## src/shw_pkg.sv

```systemverilog
/*
  Constants, field layout, reset values and state type shared by the
  reset, sleep and watchdog controller.
  Assumes a 25 MHz core clock; the cycle counts given in ms are derived from it.
*/
package shw_pkg;

  // Clock rate in kHz, so that a time in ms times this is a cycle count
  localparam int CLK_KHZ = 25000;

  // Expanded bank F register offsets
  localparam logic [3:0] ADDR_STOP_RECOVERY = 4'hB;
  localparam logic [3:0] ADDR_WATCHDOG_MODE = 4'hF;

  // stop_recovery_config fields
  localparam int SMR_DIV16 = 0;
  localparam int SMR_SRC_LO = 2;
  localparam int SMR_DELAY = 5;
  localparam int SMR_LEVEL = 6;
  localparam int SMR_WARM = 7;
  localparam logic [7:0] SMR_RESET = 8'h20;

  // watchdog_mode_config fields
  localparam int WDM_TSEL_LO = 0;
  localparam int WDM_HALT_RUN = 2;
  localparam int WDM_STOP_RUN = 3;
  localparam int WDM_XTAL_SEL = 4;
  localparam logic [4:0] WDM_RESET = 5'h0D;

  // Power-on-reset delay, least time
  localparam int POR_MIN_MS = 5;
  localparam int POR_CYCLES = POR_MIN_MS * CLK_KHZ;

  // Stop recovery delay when the crystal clocks the counter chain
  localparam int REC_XTAL_DIV = 256;

  // Watchdog timeouts, RC source (least times, ms) and crystal periods
  localparam int WDT_MS_0 = 10;
  localparam int WDT_MS_1 = 20;
  localparam int WDT_MS_2 = 40;
  localparam int WDT_MS_3 = 160;
  localparam int WDT_CYC_0 = WDT_MS_0 * CLK_KHZ;
  localparam int WDT_CYC_1 = WDT_MS_1 * CLK_KHZ;
  localparam int WDT_CYC_2 = WDT_MS_2 * CLK_KHZ;
  localparam int WDT_CYC_3 = WDT_MS_3 * CLK_KHZ;
  localparam int WDT_XT_0 = 512;
  localparam int WDT_XT_1 = 1024;
  localparam int WDT_XT_2 = 2048;
  localparam int WDT_XT_3 = 8192;

  // Watchdog mode register write window: processor cycles and clocks
  localparam int WIN_PROC_CYC = 64;
  localparam int CLK_PER_PROC = 2;
  localparam logic [7:0] WIN_CLKS = 8'(WIN_PROC_CYC * CLK_PER_PROC);

  // Restart address after stop recovery
  localparam logic [15:0] RESTART_PC = 16'h000C;

  // Divide-by-16 prescaler terminal value
  localparam logic [3:0] DIV16_LAST = 4'hF;

  // Value written to zero, sign and overflow by the watchdog instruction
  localparam logic [2:0] WDT_FLAG_ZSV = 3'h0;

  typedef enum logic [2:0] {
    ST_POR,
    ST_RUN,
    ST_HALT,
    ST_STOP,
    ST_RECOVER
  } shw_state_t;

endpackage

```

## src/shw_tick_timer.sv

```systemverilog
/*
  Counter with sticky expiry, shared by the reset delay and the watchdog.
  Assumes tick is a single-cycle strobe on the core clock.
*/
`timescale 1ns/10ps
module shw_tick_timer #(
  parameter int TW = 23
) (
  // Clock and reset
  input wire logic core_clk,
  input wire logic rstn,
  // Control
  input wire logic clear,
  input wire logic run,
  input wire logic tick,
  input wire logic [TW-1:0] limit,
  // Status
  output logic expired
);

  initial
  begin
    if (TW < 2)
      $error("shw_tick_timer: TW must be at least 2");
  end

  logic [TW-1:0] cnt_ff;
  logic exp_ff;
  wire [TW-1:0] last = limit - TW'(1);
  wire step = run & tick & ~exp_ff;

  always_ff @(posedge core_clk or negedge rstn)
  begin
    if (!rstn)
    begin
      cnt_ff <= '0;
      exp_ff <= 1'b0;
    end
    else if (clear)
    begin
      cnt_ff <= '0;
      exp_ff <= 1'b0;
    end
    else if (step)
    begin
      cnt_ff <= cnt_ff + TW'(1);
      exp_ff <= (cnt_ff == last);
    end
  end

  assign expired = exp_ff;

endmodule

```

## src/shw_wake_sel.sv

```systemverilog
/*
  Stop-mode wake source selection and level match.
  Assumes all port inputs are already synchronised to the core clock.
*/
`timescale 1ns/10ps
module shw_wake_sel (
  // Configuration
  input wire logic [2:0] src_sel,
  input wire logic wake_level,
  input wire logic port3_analog,
  // Port lines
  input wire logic port3_line1,
  input wire logic port3_line2,
  input wire logic port3_line3,
  input wire logic [7:0] port2_in,
  // Result
  output logic wake
);

  logic src_val;
  logic src_ok;

  always_comb
  begin
    src_val = 1'b0;
    src_ok = 1'b1;
    unique case (src_sel)
      3'h0, 3'h1: src_ok = 1'b0;                      // [RQ10]
      3'h2: src_val = port3_line1;
      3'h3: src_val = port3_line2;
      3'h4: src_val = port3_line3;
      3'h5: src_val = port2_in[7];
      3'h6: src_val = ~|port2_in[3:0];
      3'h7: src_val = ~|port2_in;
    endcase
    // Comparator inputs are analog and cannot wake
    if (port3_analog && (src_sel inside {3'h2, 3'h3, 3'h4}))
      src_ok = 1'b0;                                  // [RQ11]
  end

  assign wake = src_ok & (src_val == wake_level);    // [RQ13]

endmodule

```

## src/shw_ctl.sv

```systemverilog
/*
  Reset, halt/stop and watchdog controller of a small 8-bit controller.
  Holds the stop recovery and watchdog mode registers in expanded bank F.
  Assumes the core decodes bank F selection, gives single-cycle pulses for
  the stop, halt and watchdog instructions, and that the interrupt logic
  raises irq_wake for an enabled request. Supply, crystal and port inputs
  are asynchronous.
*/
`timescale 1ns/10ps

// Behaviour
// [RQ1] Reset delay starts on four trigger sources
// [RQ2] Execution held at least 5 ms
// [RQ3] Halt gates cpu clock, interrupts wake it
// [RQ4] Recovery register at 0BH, bit 7 readable
// [RQ5] Warm flag set on stop, cleared on reset
// [RQ6] Crystal-clocked recovery lasts 256 crystal clocks
// [RQ7] Stop kills clocks, restarts at 000CH
// [RQ8] Software puts a no-op before sleeping
// [RQ9] Bit 0 divides system and timer clocks
// [RQ10] Bits 4..2 pick the wake source
// [RQ11] Analog port-3 lines cannot wake stop
// [RQ12] Bit 5 applies delay after recovery
// [RQ13] Bit 6 chooses wake level, resets low
// [RQ14] Watchdog is retriggered one-shot causing reset
// [RQ15] Watchdog instruction updates zero, sign, overflow
// [RQ16] Watchdog mode writable only first 64 cycles
// [RQ17] Watchdog mode write-only at 0FH, bits 7..5 reserved
// [RQ18] Bits 1..0 select watchdog period
// [RQ19] Watchdog reset defaults period to 20 ms
// [RQ20] Bits 2, 3 keep watchdog in halt, stop
// [RQ21] Bit 4 selects crystal or RC clock
// [RQ22] Low supply forces global reset
// [RQ23] Stop recovery keeps configuration registers
module shw_ctl
  import shw_pkg::*;
#(
  parameter int TW = 23,
  parameter int POR_CYC = POR_CYCLES,
  parameter int WDT_RC_0 = WDT_CYC_0,
  parameter int WDT_RC_1 = WDT_CYC_1,
  parameter int WDT_RC_2 = WDT_CYC_2,
  parameter int WDT_RC_3 = WDT_CYC_3
) (
  // Clock and reset
  input wire logic core_clk,
  input wire logic rstn,
  // Expanded bank F register port
  input wire logic reg_bank_f,
  input wire logic [3:0] reg_addr,
  input wire logic reg_wr,
  input wire logic reg_rd,
  input wire logic [7:0] reg_wdata,
  output logic [7:0] reg_rdata,
  // Core instruction events and interrupt wake
  input wire logic insn_stop,
  input wire logic insn_halt,
  input wire logic insn_watchdog,
  input wire logic irq_wake,
  // Supply monitors and clock pin
  input wire logic power_good,
  input wire logic brownout_trip,
  input wire logic supply_low,
  input wire logic crystal_input_pin,
  // Wake inputs
  input wire logic port3_line1,
  input wire logic port3_line2,
  input wire logic port3_line3,
  input wire logic [7:0] port2_in,
  input wire logic port3_analog,
  // Core control
  output logic cpu_reset,
  output logic global_reset,
  output logic cpu_clk_en,
  output logic timer_interrupt_clk_en,
  output logic xtal_osc_en,
  output logic restart_req,
  output logic [15:0] restart_pc,
  output logic flag_we,
  output logic [2:0] flag_zsv
);

  initial
  begin
    if (POR_CYC < 2 || POR_CYC >= (1 << TW) || WDT_RC_3 >= (1 << TW) ||
        WDT_RC_0 < 2 || WDT_XT_3 >= (1 << TW))
      $error("shw_ctl: counts do not fit the timer width");
  end

  ////////////////////////////////////////////////////////////////////////
  // Input synchronisers

  localparam int NSYNC = 15;
  logic [NSYNC-1:0] sync1_ff;
  logic [NSYNC-1:0] sync2_ff;
  logic pg_prev_ff;
  logic xt_prev_ff;

  wire [NSYNC-1:0] raw_in = {power_good, brownout_trip, supply_low,
                             crystal_input_pin, port3_line3, port3_line2,
                             port3_line1, port2_in};

  always_ff @(posedge core_clk or negedge rstn)
  begin
    if (!rstn)
    begin
      sync1_ff <= '0;
      sync2_ff <= '0;
      pg_prev_ff <= 1'b0;
      xt_prev_ff <= 1'b0;
    end
    else
    begin
      sync1_ff <= raw_in;
      sync2_ff <= sync1_ff;
      pg_prev_ff <= sync2_ff[14];
      xt_prev_ff <= sync2_ff[11];
    end
  end

  wire pg_s = sync2_ff[14];
  wire bo_s = sync2_ff[13];
  wire low_s = sync2_ff[12];
  wire xt_s = sync2_ff[11];
  wire [2:0] p3_s = sync2_ff[10:8];
  wire [7:0] p2_s = sync2_ff[7:0];
  wire xt_edge = xt_s & ~xt_prev_ff;

  ////////////////////////////////////////////////////////////////////////
  // Reset sources

  shw_state_t state_ff;
  shw_state_t nxt_state;
  logic [6:0] smr_ff;
  logic warm_ff;
  logic [4:0] wdm_ff;
  logic wdt_en_ff;
  logic wdt_exp;
  logic por_done;
  logic wake;

  wire low_supply = bo_s | low_s;                           // [RQ22]
  wire pwr_rise = pg_s & ~pg_prev_ff;
  // Any of these resets the state, both timers and the bank F registers and starts the delay
  wire soft_init = pwr_rise | low_supply | wdt_exp;         // [RQ1]

  wire xtal_sel = wdm_ff[WDM_XTAL_SEL];                     // [RQ21]
  wire rec_delay = smr_ff[SMR_DELAY];
  wire in_run = (state_ff == ST_RUN);

  ////////////////////////////////////////////////////////////////////////
  // Sleep and reset state machine

  logic exec_start;
  logic restart;
  logic rec_start;

  always_comb
  begin
    nxt_state = state_ff;
    exec_start = 1'b0;
    restart = 1'b0;
    rec_start = 1'b0;
    if (soft_init)
      nxt_state = ST_POR;
    else
    begin
      unique case (state_ff)
        ST_POR:
          if (por_done)                                     // [RQ2]
          begin
            nxt_state = ST_RUN;
            exec_start = 1'b1;
          end
        ST_RUN:
          if (insn_stop)
            nxt_state = ST_STOP;
          else if (insn_halt)
            nxt_state = ST_HALT;
        ST_HALT:
          if (irq_wake)                                     // [RQ3]
            nxt_state = ST_RUN;
        ST_STOP:
          if (wake && rec_delay)                            // [RQ12]
          begin
            nxt_state = ST_RECOVER;
            rec_start = 1'b1;
          end
          else if (wake)
          begin
            nxt_state = ST_RUN;
            restart = 1'b1;                                 // [RQ7]
            exec_start = 1'b1;
          end
        ST_RECOVER:
          if (por_done)
          begin
            nxt_state = ST_RUN;
            restart = 1'b1;
            exec_start = 1'b1;
          end
      endcase
    end
  end

  always_ff @(posedge core_clk or negedge rstn)
  begin
    if (!rstn)
      state_ff <= ST_POR;
    else
      state_ff <= nxt_state;
  end

  ////////////////////////////////////////////////////////////////////////
  // Reset delay timer

  // Crystal recovery counts crystal edges; otherwise core cycles
  wire rec_xtal = (state_ff == ST_RECOVER) & xtal_sel;
  wire por_tick = rec_xtal ? xt_edge : 1'b1;                // [RQ6]
  wire [TW-1:0] por_limit = rec_xtal ? TW'(REC_XTAL_DIV) : TW'(POR_CYC);
  wire por_run = (state_ff == ST_POR) | (state_ff == ST_RECOVER);

  shw_tick_timer #(.TW(TW)) u_por_timer (
    .core_clk(core_clk),
    .rstn(rstn),
    .clear(soft_init | rec_start),                          // [RQ1]
    .run(por_run),
    .tick(por_tick),
    .limit(por_limit),
    .expired(por_done)
  );

  ////////////////////////////////////////////////////////////////////////
  // Stop wake source

  shw_wake_sel u_wake_sel (
    .src_sel(smr_ff[SMR_SRC_LO+2:SMR_SRC_LO]),
    .wake_level(smr_ff[SMR_LEVEL]),
    .port3_analog(port3_analog),
    .port3_line1(p3_s[0]),
    .port3_line2(p3_s[1]),
    .port3_line3(p3_s[2]),
    .port2_in(p2_s),
    .wake(wake)
  );

  ////////////////////////////////////////////////////////////////////////
  // Watchdog

  wire wdt_kick = insn_watchdog & in_run;
  wire [1:0] tsel = wdm_ff[WDM_TSEL_LO+1:WDM_TSEL_LO];
  logic [TW-1:0] wdt_limit;

  always_comb
  begin
    unique case (tsel)                                      // [RQ18]
      2'h0: wdt_limit = xtal_sel ? TW'(WDT_XT_0) : TW'(WDT_RC_0);
      2'h1: wdt_limit = xtal_sel ? TW'(WDT_XT_1) : TW'(WDT_RC_1);
      2'h2: wdt_limit = xtal_sel ? TW'(WDT_XT_2) : TW'(WDT_RC_2);
      2'h3: wdt_limit = xtal_sel ? TW'(WDT_XT_3) : TW'(WDT_RC_3);
    endcase
  end

  // Crystal is off in stop, so only the RC source can count there
  wire wdt_active = wdt_en_ff & ((state_ff == ST_RUN) |
    (state_ff == ST_RECOVER) |
    ((state_ff == ST_HALT) & wdm_ff[WDM_HALT_RUN]) |
    ((state_ff == ST_STOP) & wdm_ff[WDM_STOP_RUN] & ~xtal_sel)); // [RQ20]
  wire wdt_tick = xtal_sel ? xt_edge : 1'b1;                // [RQ21]

  shw_tick_timer #(.TW(TW)) u_wdt_timer (
    .core_clk(core_clk),
    .rstn(rstn),
    .clear(soft_init | wdt_kick),                           // [RQ14]
    .run(wdt_active),
    .tick(wdt_tick),
    .limit(wdt_limit),
    .expired(wdt_exp)
  );

  always_ff @(posedge core_clk or negedge rstn)
  begin
    if (!rstn)
      wdt_en_ff <= 1'b0;
    else if (soft_init)
      wdt_en_ff <= 1'b0;
    else if (wdt_kick)
      wdt_en_ff <= 1'b1;                                    // [RQ14]
  end

  ////////////////////////////////////////////////////////////////////////
  // Bank F registers

  logic [7:0] win_cnt_ff;
  logic [7:0] rdata_ff;
  wire win_open = (win_cnt_ff < WIN_CLKS);
  wire wr_smr = reg_bank_f & reg_wr & (reg_addr == ADDR_STOP_RECOVERY);
  wire wr_wdm = reg_bank_f & reg_wr & (reg_addr == ADDR_WATCHDOG_MODE);
  wire rd_smr = reg_bank_f & reg_rd & (reg_addr == ADDR_STOP_RECOVERY);
  wire stop_entry = in_run & insn_stop & ~soft_init;

  always_ff @(posedge core_clk or negedge rstn)
  begin
    if (!rstn)
      win_cnt_ff <= WIN_CLKS;
    else if (exec_start)
      win_cnt_ff <= 8'h00;
    else if (win_open && (in_run || state_ff == ST_HALT))
      win_cnt_ff <= win_cnt_ff + 8'h01;                     // [RQ16]
  end

  // Stop recovery does not pass through soft_init, so settings survive
  always_ff @(posedge core_clk or negedge rstn)
  begin
    if (!rstn)
      smr_ff <= SMR_RESET[6:0];
    else if (soft_init)
      smr_ff <= SMR_RESET[6:0];                             // [RQ23]
    else if (wr_smr)
      smr_ff <= reg_wdata[6:0];                             // [RQ4]
  end

  always_ff @(posedge core_clk or negedge rstn)
  begin
    if (!rstn)
      warm_ff <= 1'b0;
    else if (stop_entry)
      warm_ff <= 1'b1;                                      // [RQ5]
    else if (soft_init)
      warm_ff <= 1'b0;
  end

  always_ff @(posedge core_clk or negedge rstn)
  begin
    if (!rstn)
      wdm_ff <= WDM_RESET;
    else if (soft_init)
      wdm_ff <= WDM_RESET;                                  // [RQ19]
    else if (wr_wdm && win_open)
      wdm_ff <= reg_wdata[4:0];                             // [RQ17]
  end

  // Only the warm flag reads back; everything else reads zero
  always_ff @(posedge core_clk or negedge rstn)
  begin
    if (!rstn)
      rdata_ff <= 8'h00;
    else
      rdata_ff <= rd_smr ? {warm_ff, 7'h00} : 8'h00;        // [RQ4]
  end

  ////////////////////////////////////////////////////////////////////////
  // Clock gating and core outputs

  logic [3:0] div_ff;
  logic cpu_reset_ff;
  logic glob_ff;
  logic cpu_en_ff;
  logic timer_interrupt_clock_en_ff;
  logic osc_ff;
  logic restart_ff;
  logic flag_we_ff;

  wire slow_ok = ~smr_ff[SMR_DIV16] | (div_ff == DIV16_LAST); // [RQ9]

  always_ff @(posedge core_clk or negedge rstn)
  begin
    if (!rstn)
    begin
      div_ff <= 4'h0;
      cpu_reset_ff <= 1'b1;
      glob_ff <= 1'b1;
      cpu_en_ff <= 1'b0;
      timer_interrupt_clock_en_ff <= 1'b0;
      osc_ff <= 1'b1;
      restart_ff <= 1'b0;
      flag_we_ff <= 1'b0;
    end
    else
    begin
      div_ff <= div_ff + 4'h1;
      cpu_reset_ff <= (nxt_state == ST_POR);                // [RQ2]
      glob_ff <= low_supply;                                // [RQ22]
      cpu_en_ff <= (nxt_state == ST_RUN) & slow_ok;         // [RQ3]
      timer_interrupt_clock_en_ff <= ((nxt_state == ST_RUN) |
                     (nxt_state == ST_HALT)) & slow_ok;     // [RQ3]
      osc_ff <= (nxt_state != ST_STOP);                     // [RQ7]
      restart_ff <= restart;
      flag_we_ff <= wdt_kick;                               // [RQ15]
    end
  end

  assign reg_rdata = rdata_ff;
  assign cpu_reset = cpu_reset_ff;
  assign global_reset = glob_ff;
  assign cpu_clk_en = cpu_en_ff;
  assign timer_interrupt_clk_en = timer_interrupt_clock_en_ff;
  assign xtal_osc_en = osc_ff;
  assign restart_req = restart_ff;
  assign restart_pc = RESTART_PC;                           // [RQ7]
  assign flag_we = flag_we_ff;
  assign flag_zsv = WDT_FLAG_ZSV;

endmodule

```

## config.mk

```make
export PLATFORM = sky130hd
export DESIGN_NAME = shw_ctl
export DESIGN_NICKNAME = d
export VERILOG_FILES = /design/src/shw_pkg.sv /design/src/shw_tick_timer.sv /design/src/shw_wake_sel.sv /design/src/shw_ctl.sv
export SDC_FILE = /design/constraint.sdc
export NUM_CORES = 1
export LEC_CHECK = 0
export BUFFER_PORTS_ARGS = -buffer_cell sky130_fd_sc_hd__clkbuf_2
export CAP_MARGIN = 20
export CORE_ASPECT_RATIO = 0.5
export CORE_UTILIZATION = 62
export DETAILED_ROUTE_END_ITERATION = 10
export PLACE_DENSITY = 0.85
export SLEW_MARGIN = 20
export SYNTH_ARGS = -nofsm -noshare
export SYNTH_HDL_FRONTEND = slang
export SYNTH_SLANG_ARGS = --single-unit
```

## constraint.sdc

```tcl
create_clock -name core_clk -period 4.81 [get_ports core_clk]
set_input_delay 0.2405 -clock core_clk [delete_from_list [all_inputs] [get_ports core_clk]]
set_output_delay 0.2405 -clock core_clk [all_outputs]
set_load 0.005 [all_outputs]
```

; Word level (Yosys, flattened, before mapping)
; Cells that the tools add are included.
; Widths: inputs -> output; s select.
[classes]
addsub = 6
magnitude_cmp = 1
eq_ne = 23
muxes = 48
n_bitwise = 40
reduce_logical = 23
[op_table]
columns = cell, count
row1 = $mux 23, 4
row2 = $pmux 23 s4, 1
row3 = $add 23x1->23 const B, 2
row4 = $eq 23x23->1, 2
row5 = $mux 8, 3
row6 = $sub 23x1->23 const B, 1
row7 = $and 1x1->1, 22
row8 = $mux 22, 1
row9 = $mux 3, 7
row10 = $mux 1, 20
row11 = $mux 20, 1
row12 = $mux 19, 1
row13 = $mux 18, 1
row14 = $sub 17x1->18 const B, 1
row15 = $mux 17, 1
row16 = $eq 3x2->1 const B, 5
row17 = $eq 3x3->1 const B, 5
row18 = $mux 7, 2
row19 = $reduce_bool 2->1, 7
row20 = $eq 4x4->1 const B, 3
row21 = $pmux 3 s4, 1
row22 = $or 1x1->1, 11
row23 = $mux 5, 2
row24 = $eq 3x1->1 const B, 3
row25 = 19 further kinds, 34
[totals]
regBits = 124
in_bits = 37
output_inout_bits = 34
word_cells = 164

; Logic depth before layout (Yosys ltp)
[depth]
ltp_word = 12
mapped_depth = 8
depth_no_buf = 6

; Cells and area by module
; From an unflattened synthesis, not the netlist that was laid out.
[hier_totals]
hier_cells = 712
area_unflattened_um2 = 6891.6
[by_module_without_submodules]
columns = module, n_inst, cells_each, area_each_um2, seq_area_each_um2
row1 = shw_tick_timer, 2, 231, 1999.4, 600.6
row2 = shw_ctl, 1, 236, 2792.7, 1711.6
row3 = shw_wake_sel, 1, 14, 100.1, 0.0

; Worst setup path after synthesis
; OpenSTA, ideal clock, no wires.
[synth_path]
kind = flip-flop to flip-flop
start = register sync2_ff[5]
end = register timer_interrupt_clock_en_ff, in the netlist timer_interrupt_clk_en
setup_time_ns = 0.087
t_arrival_ns = 1.977
required_ns = 4.723
path_slack_ns = 2.746
stages_incl_launch_ff = 7
n_path_buf = 0
period_less_slack_ns = 2.064
cell_sequence = dfrtp_1 > o41ai_1 > nand4_1 > a2111oi_2 > a211oi_1 > or4_4 > a211oi_2
[synth_between]
elab_chain_len = 12
word_cells_on_any_way = 14
[synth_lines]
columns = element, line
row1 = "start, declared", shw_ctl.sv:95  ; logic [NSYNC-1:0] sync2_ff;
row2 = "start signal, assigned", shw_ctl.sv:115  ; sync2_ff <= sync1_ff;
row3 = $reduce_or 8->1 *, shw_wake_sel.sv:34  ; 3'h7: src_val = ~|port2_in;
row4 = $logic_not 1->1 *, shw_wake_sel.sv:34
row5 = $pmux 1 s6 *, shw_wake_sel.sv:27  ; unique case (src_sel)
row6 = $eq 1x1->1 *, shw_wake_sel.sv:41  ; assign wake = src_ok & (src_val == wake_level);
row7 = $and 1x1->1 *, shw_wake_sel.sv:41
row8 = $mux 3 or $logic_and 1x1->1 (tied branches), "shw_ctl.sv:189, shw_ctl.sv:184"
row9 = $mux 3 *, shw_ctl.sv:184  ; if (wake && rec_delay)
row10 = $pmux 3 s4 *, shw_ctl.sv:168  ; unique case (state_ff)
row11 = $mux 3 *, shw_ctl.sv:164  ; if (soft_init)
row12 = $eq 3x1->1 or $eq 3x2->1 (tied branches), "shw_ctl.sv:385, shw_ctl.sv:386"
row13 = $or 1x1->1 *, shw_ctl.sv:385  ; timer_interrupt_clock_en_ff <= ((nxt_state == ST_RUN) |
row14 = $and 1x1->1 *, shw_ctl.sv:386  ; (nxt_state == ST_HALT)) & slow_ok;
row15 = "end signal, assigned", shw_ctl.sv:385
row16 = "end, declared", shw_ctl.sv:359  ; logic timer_interrupt_clock_en_ff;
; Mark *: on every way between the ends. The rest lies on a longest branch, timed or not.
; A chain may end at the register's enable or synchronous reset.

; Worst setup path in the final report
[layout_path]
start = register sync2_ff[12]
end = register u_wdt_timer.exp_ff, in the netlist u_wdt_timer.expired
[layout_between]
elab_chain_len = 5
word_cells_on_any_way = 6
[layout_lines]
columns = element, line
row1 = $or 1x1->1 *, shw_ctl.sv:142  ; wire low_supply = bo_s | low_s;
row2 = via low_supply, shw_ctl.sv:142
row3 = $or 1x1->1 * (2 in a row), shw_ctl.sv:145  ; wire soft_init = pwr_rise | low_supply | wdt_exp;
row4 = $or 1x1->1 *, shw_ctl.sv:274  ; .clear(soft_init | wdt_kick),
row5 = $mux 1 or $reduce_bool 2->1 (tied branches), --
row6 = "end signal, assigned", shw_tick_timer.sv:47  ; exp_ff <= (cnt_ff == last);
row7 = "end, declared", shw_tick_timer.sv:28  ; logic exp_ff;
; The timed path passes the listed nets; every way through them passes the cells marked *.

==> metrics.csv <==
metric,value,unit
run status,completed,
starting density of the core,66.5,%
Area after DPL,0.00573,mm²
Slew Limit Fails,0,
Worst R2R End,u_wdt_timer.expired,
Worst EP arrival,3.16,ns
die area,0.00933,mm²
Initial DRC Count,295,
Max clock buf depth,2,
CP startpoint,sync2_ff[12],
worst skew pair latency,0.42,ns
nets@finish,648,
setup total negative slack,0,ns
Util after Layout,77.5,%
r2r startpoint,sync2_ff[12],
row count,23,
DR top layer,met4,
HPWL after detailed placement,7180,µm
max_cap viols,0,
Final Routed Wirelength,11700,µm
CTS Buf Count,17,
critical path depth,6,
Main synth FF type,dfrtp_1,
vias,4190,
die width,136,µm
Yosys warnings,0,
"Avg Cell Area, Syn",10.2,µm²
Area Overhead vs Synth,16.4,%
Post-CTS Setup Bufs,0,
Crit path buffers/inverters,0,
gr usage total,28.1,%
clk sinks,116,
Finished Layout Cells,732,
fin area,0.00644,mm²
Final ANT Viol Nets,0,
share of the synthesized area in the top cell type,48.8,%
post-synthesis cell type count,61,
Worst Setup End Kind,flop,
ant diodes,0,
Slew Limit Headroom,39.8,%
endpoints failing setup,0,
leakage,2.82,nW
crit-path max cell delay,0.65,ns
Port Buffer Count,43,
residual DRC count,0,
Core Area,0.00832,mm²
initial antenna violation count,0,
clock root cell,clkbuf_16,
wl on met1,4960,µm
reg2reg path depth,6,
Worst Clk Skew,0.00850,ns
GPL Wtd Cong,0.896,
met3 WL,704,µm
slowest CP cell,nand2b_1,
first-pass GRT wire length,19200,µm
H-tree lvl count,4,
crit path capture,u_wdt_timer.expired,
DR vias/cell,5.72,
crit path launch type,flop,
f_max,0.350,GHz
critical path peak fanout,24,
Die H,68.8,µm
Peak VDD IR,0.300,mV
"top cells by area, synth","dfrtp_1 (49%), nor2_1 (5.9%), xor2_1 (4.4%)",
WS Path Type,flop to flop,
worst path cell trace,or2_1 > nor3_2 > nand2b_1 > a2111oi_0 > o2111ai_1 > nor4_1,
number of global-route vias before repair,4036,
DR WL/cell,16.0,µm
Synth Instances,545,
post_cts resized,0,
period utilization,59.4,%
TritonCTS clock tree,yes,
RSZ-0062 raised after global routing,no,
proportion of layout cells with a drive suffix above 1,15.6,%
post-synthesis sequential area ratio,52.6,%
Post-synth EDFFs,0,
routed wl met2,5860,µm
placed cells,684,
r2r setup slk,1.95,ns
pwr dens,348,mW/mm²
worst min-delay path class,primary input to flop,
crit-path leading delay family,simple AND/OR/NAND/NOR gates,
hold buffer count at cts,16,
largest area contributor in the netlist,dfrtp_1,
pin count of the biggest net entering global routing,71,
I/O pins,71,
Post-Syn Area,0.00553,mm²
number of synthesized register bits,116,
share of flip-flops with an asynchronous set or reset,100,%
Tmin final,2.86,ns
Worst Hold Launch,reg_addr[2],
1st-pass router iterations,5,
worst slew pin tran,0.903,ns
final hold violation count,0,
total gr overflow,0,
CP required,5.12,ns
Worst-path clk slew,0.06,ns
==> logic make-up (layout without fill, tap and decap cells) <==
family	count (synthesis)	count (layout)	share of synthesized area [%]
fa+ha+maj	4	4	0.904
simple gates	235	235	20.8
other cells	2	26	0.136
flops	116	116	52.6
compound gates	63	63	8.48
mux	19	19	3.46
buf+inv	55	106	5.56
xor+xnor	51	51	8.07
==> report_power, final <==
| part | leakage [nW] | internal [W] | total [W] | switching [W] |
|---|---|---|---|---|
| sequential | 1.51 | 0.000996 | 0.00101 | 0.00000964 |
| clock | 0.263 | 0.000668 | 0.00115 | 0.000487 |
| combinational | 1.05 | 0.0000289 | 0.0000784 | 0.0000496 |
| total | 2.82 | 0.00169 | 0.00224 | 0.000546 |
==> synth_stat cells, drive strengths merged, types with 3 or more instances <==
| master | n |
|---|---|
| or2 | 3 |
| and2 | 5 |
| ha | 4 |
| clkbuf | 11 |
| xor2 | 28 |
| and3 | 8 |
| a31oi | 7 |
| nor2b | 6 |
| a211oi | 5 |
| nand2 | 41 |
| nor3 | 13 |
| dfrtp | 108 |
| dfstp | 8 |
| o211ai | 3 |
| nor4 | 11 |
| o21ai | 10 |
| or3 | 3 |
| a21oi | 14 |
| nand3b | 3 |
| nand4 | 17 |
| inv | 14 |
| nand3 | 20 |
| mux2i | 18 |
| nor2 | 87 |
| buf | 30 |
| xnor2 | 23 |
| nand2b | 9 |
| o22ai | 5 |
==> flip-flops by register name, indices dropped and copies added, names as in the netlist, 3 cells and up <==
register and cells:
state_ff 3, u_por_timer.cnt_ff 23, smr_ff 6, u_wdt_timer.cnt_ff 23, sync2_ff 15, win_cnt_ff 8
sync1_ff 15, div_ff 4, wdm_ff 5
==> final cells by class <==
class	instances	area, µm²
inverter	14	52.6
tap	112	140
sequential	116	2910
clock buffer	17	425
clock inverter	15	123
timing repair buffer	60	385
multi-input combinational	398	2400
fill	531	1870
==> metal layers <==
layer	track usage [%]	vias up
met5	0	-
met4	12.4	0
met3	7.89	22
met2	48.9	139
met1	33.6	2065
li1	-	1964
==> worst reg2reg max path: stages (launching register included) <==
cell,delay (ns)
dfrtp_1,0.37
or2_1,0.26
nor3_2,0.49
nand2b_1,0.65
a2111oi_0,0.56
o2111ai_1,0.19
nor4_1,0.23
==> metrics by stage <==
step / setup WS, ns / hold slack, ns / power (W)
after floorplan: 2.75 / -0.0551 / 0.00106
after global placement: 2.07 / 0.333 / 0.00109
after detailed placement: 2.06 / 0.335 / 0.00109
after CTS: 1.95 / 0.0368 / 0.00226
after global routing: 1.74 / 0.0579 / 0.00232
final: 1.95 / 0.0424 / 0.00224
==> worst min path at each step <==
stage	cells past startpoint	slack [ns]	end
6_report	2	0.04	reg_rdata[7]
3_5_place_dp	0	0.33	sync2_ff[10]
2_1_floorplan	0	-0.06	cpu_clk_en
5_1_grt	2	0.06	reg_rdata[7]
3_3_place_gp	0	0.33	sync2_ff[12]
4_1_cts	2	0.04	reg_rdata[7]
==> layout by cell type, fill, tap and decap left out, types with 5 or more instances in the layout <==
| cell type | count |
|---|---|
| nand2b_1 | 9 |
| nor4_1 | 11 |
| xnor2_1 | 23 |
| nor2_1 | 87 |
| and2_1 | 5 |
| nand4_1 | 16 |
| inv_1 | 14 |
| nand2_1 | 41 |
| a21oi_1 | 13 |
| mux2i_1 | 18 |
| nor3_1 | 12 |
| dfstp_2 | 8 |
| dfrtp_1 | 108 |
| inv_6 | 5 |
| dlygate4sd3_1 | 16 |
| o21ai_0 | 9 |
| xor2_1 | 28 |
| o22ai_1 | 5 |
| conb_1 | 26 |
| clkbuf_2 | 42 |
| a31oi_1 | 5 |
| and3_1 | 8 |
| nor2b_1 | 6 |
| nand3_1 | 20 |
| clkbuf_16 | 17 |
(Power assumes the default switching activity.)
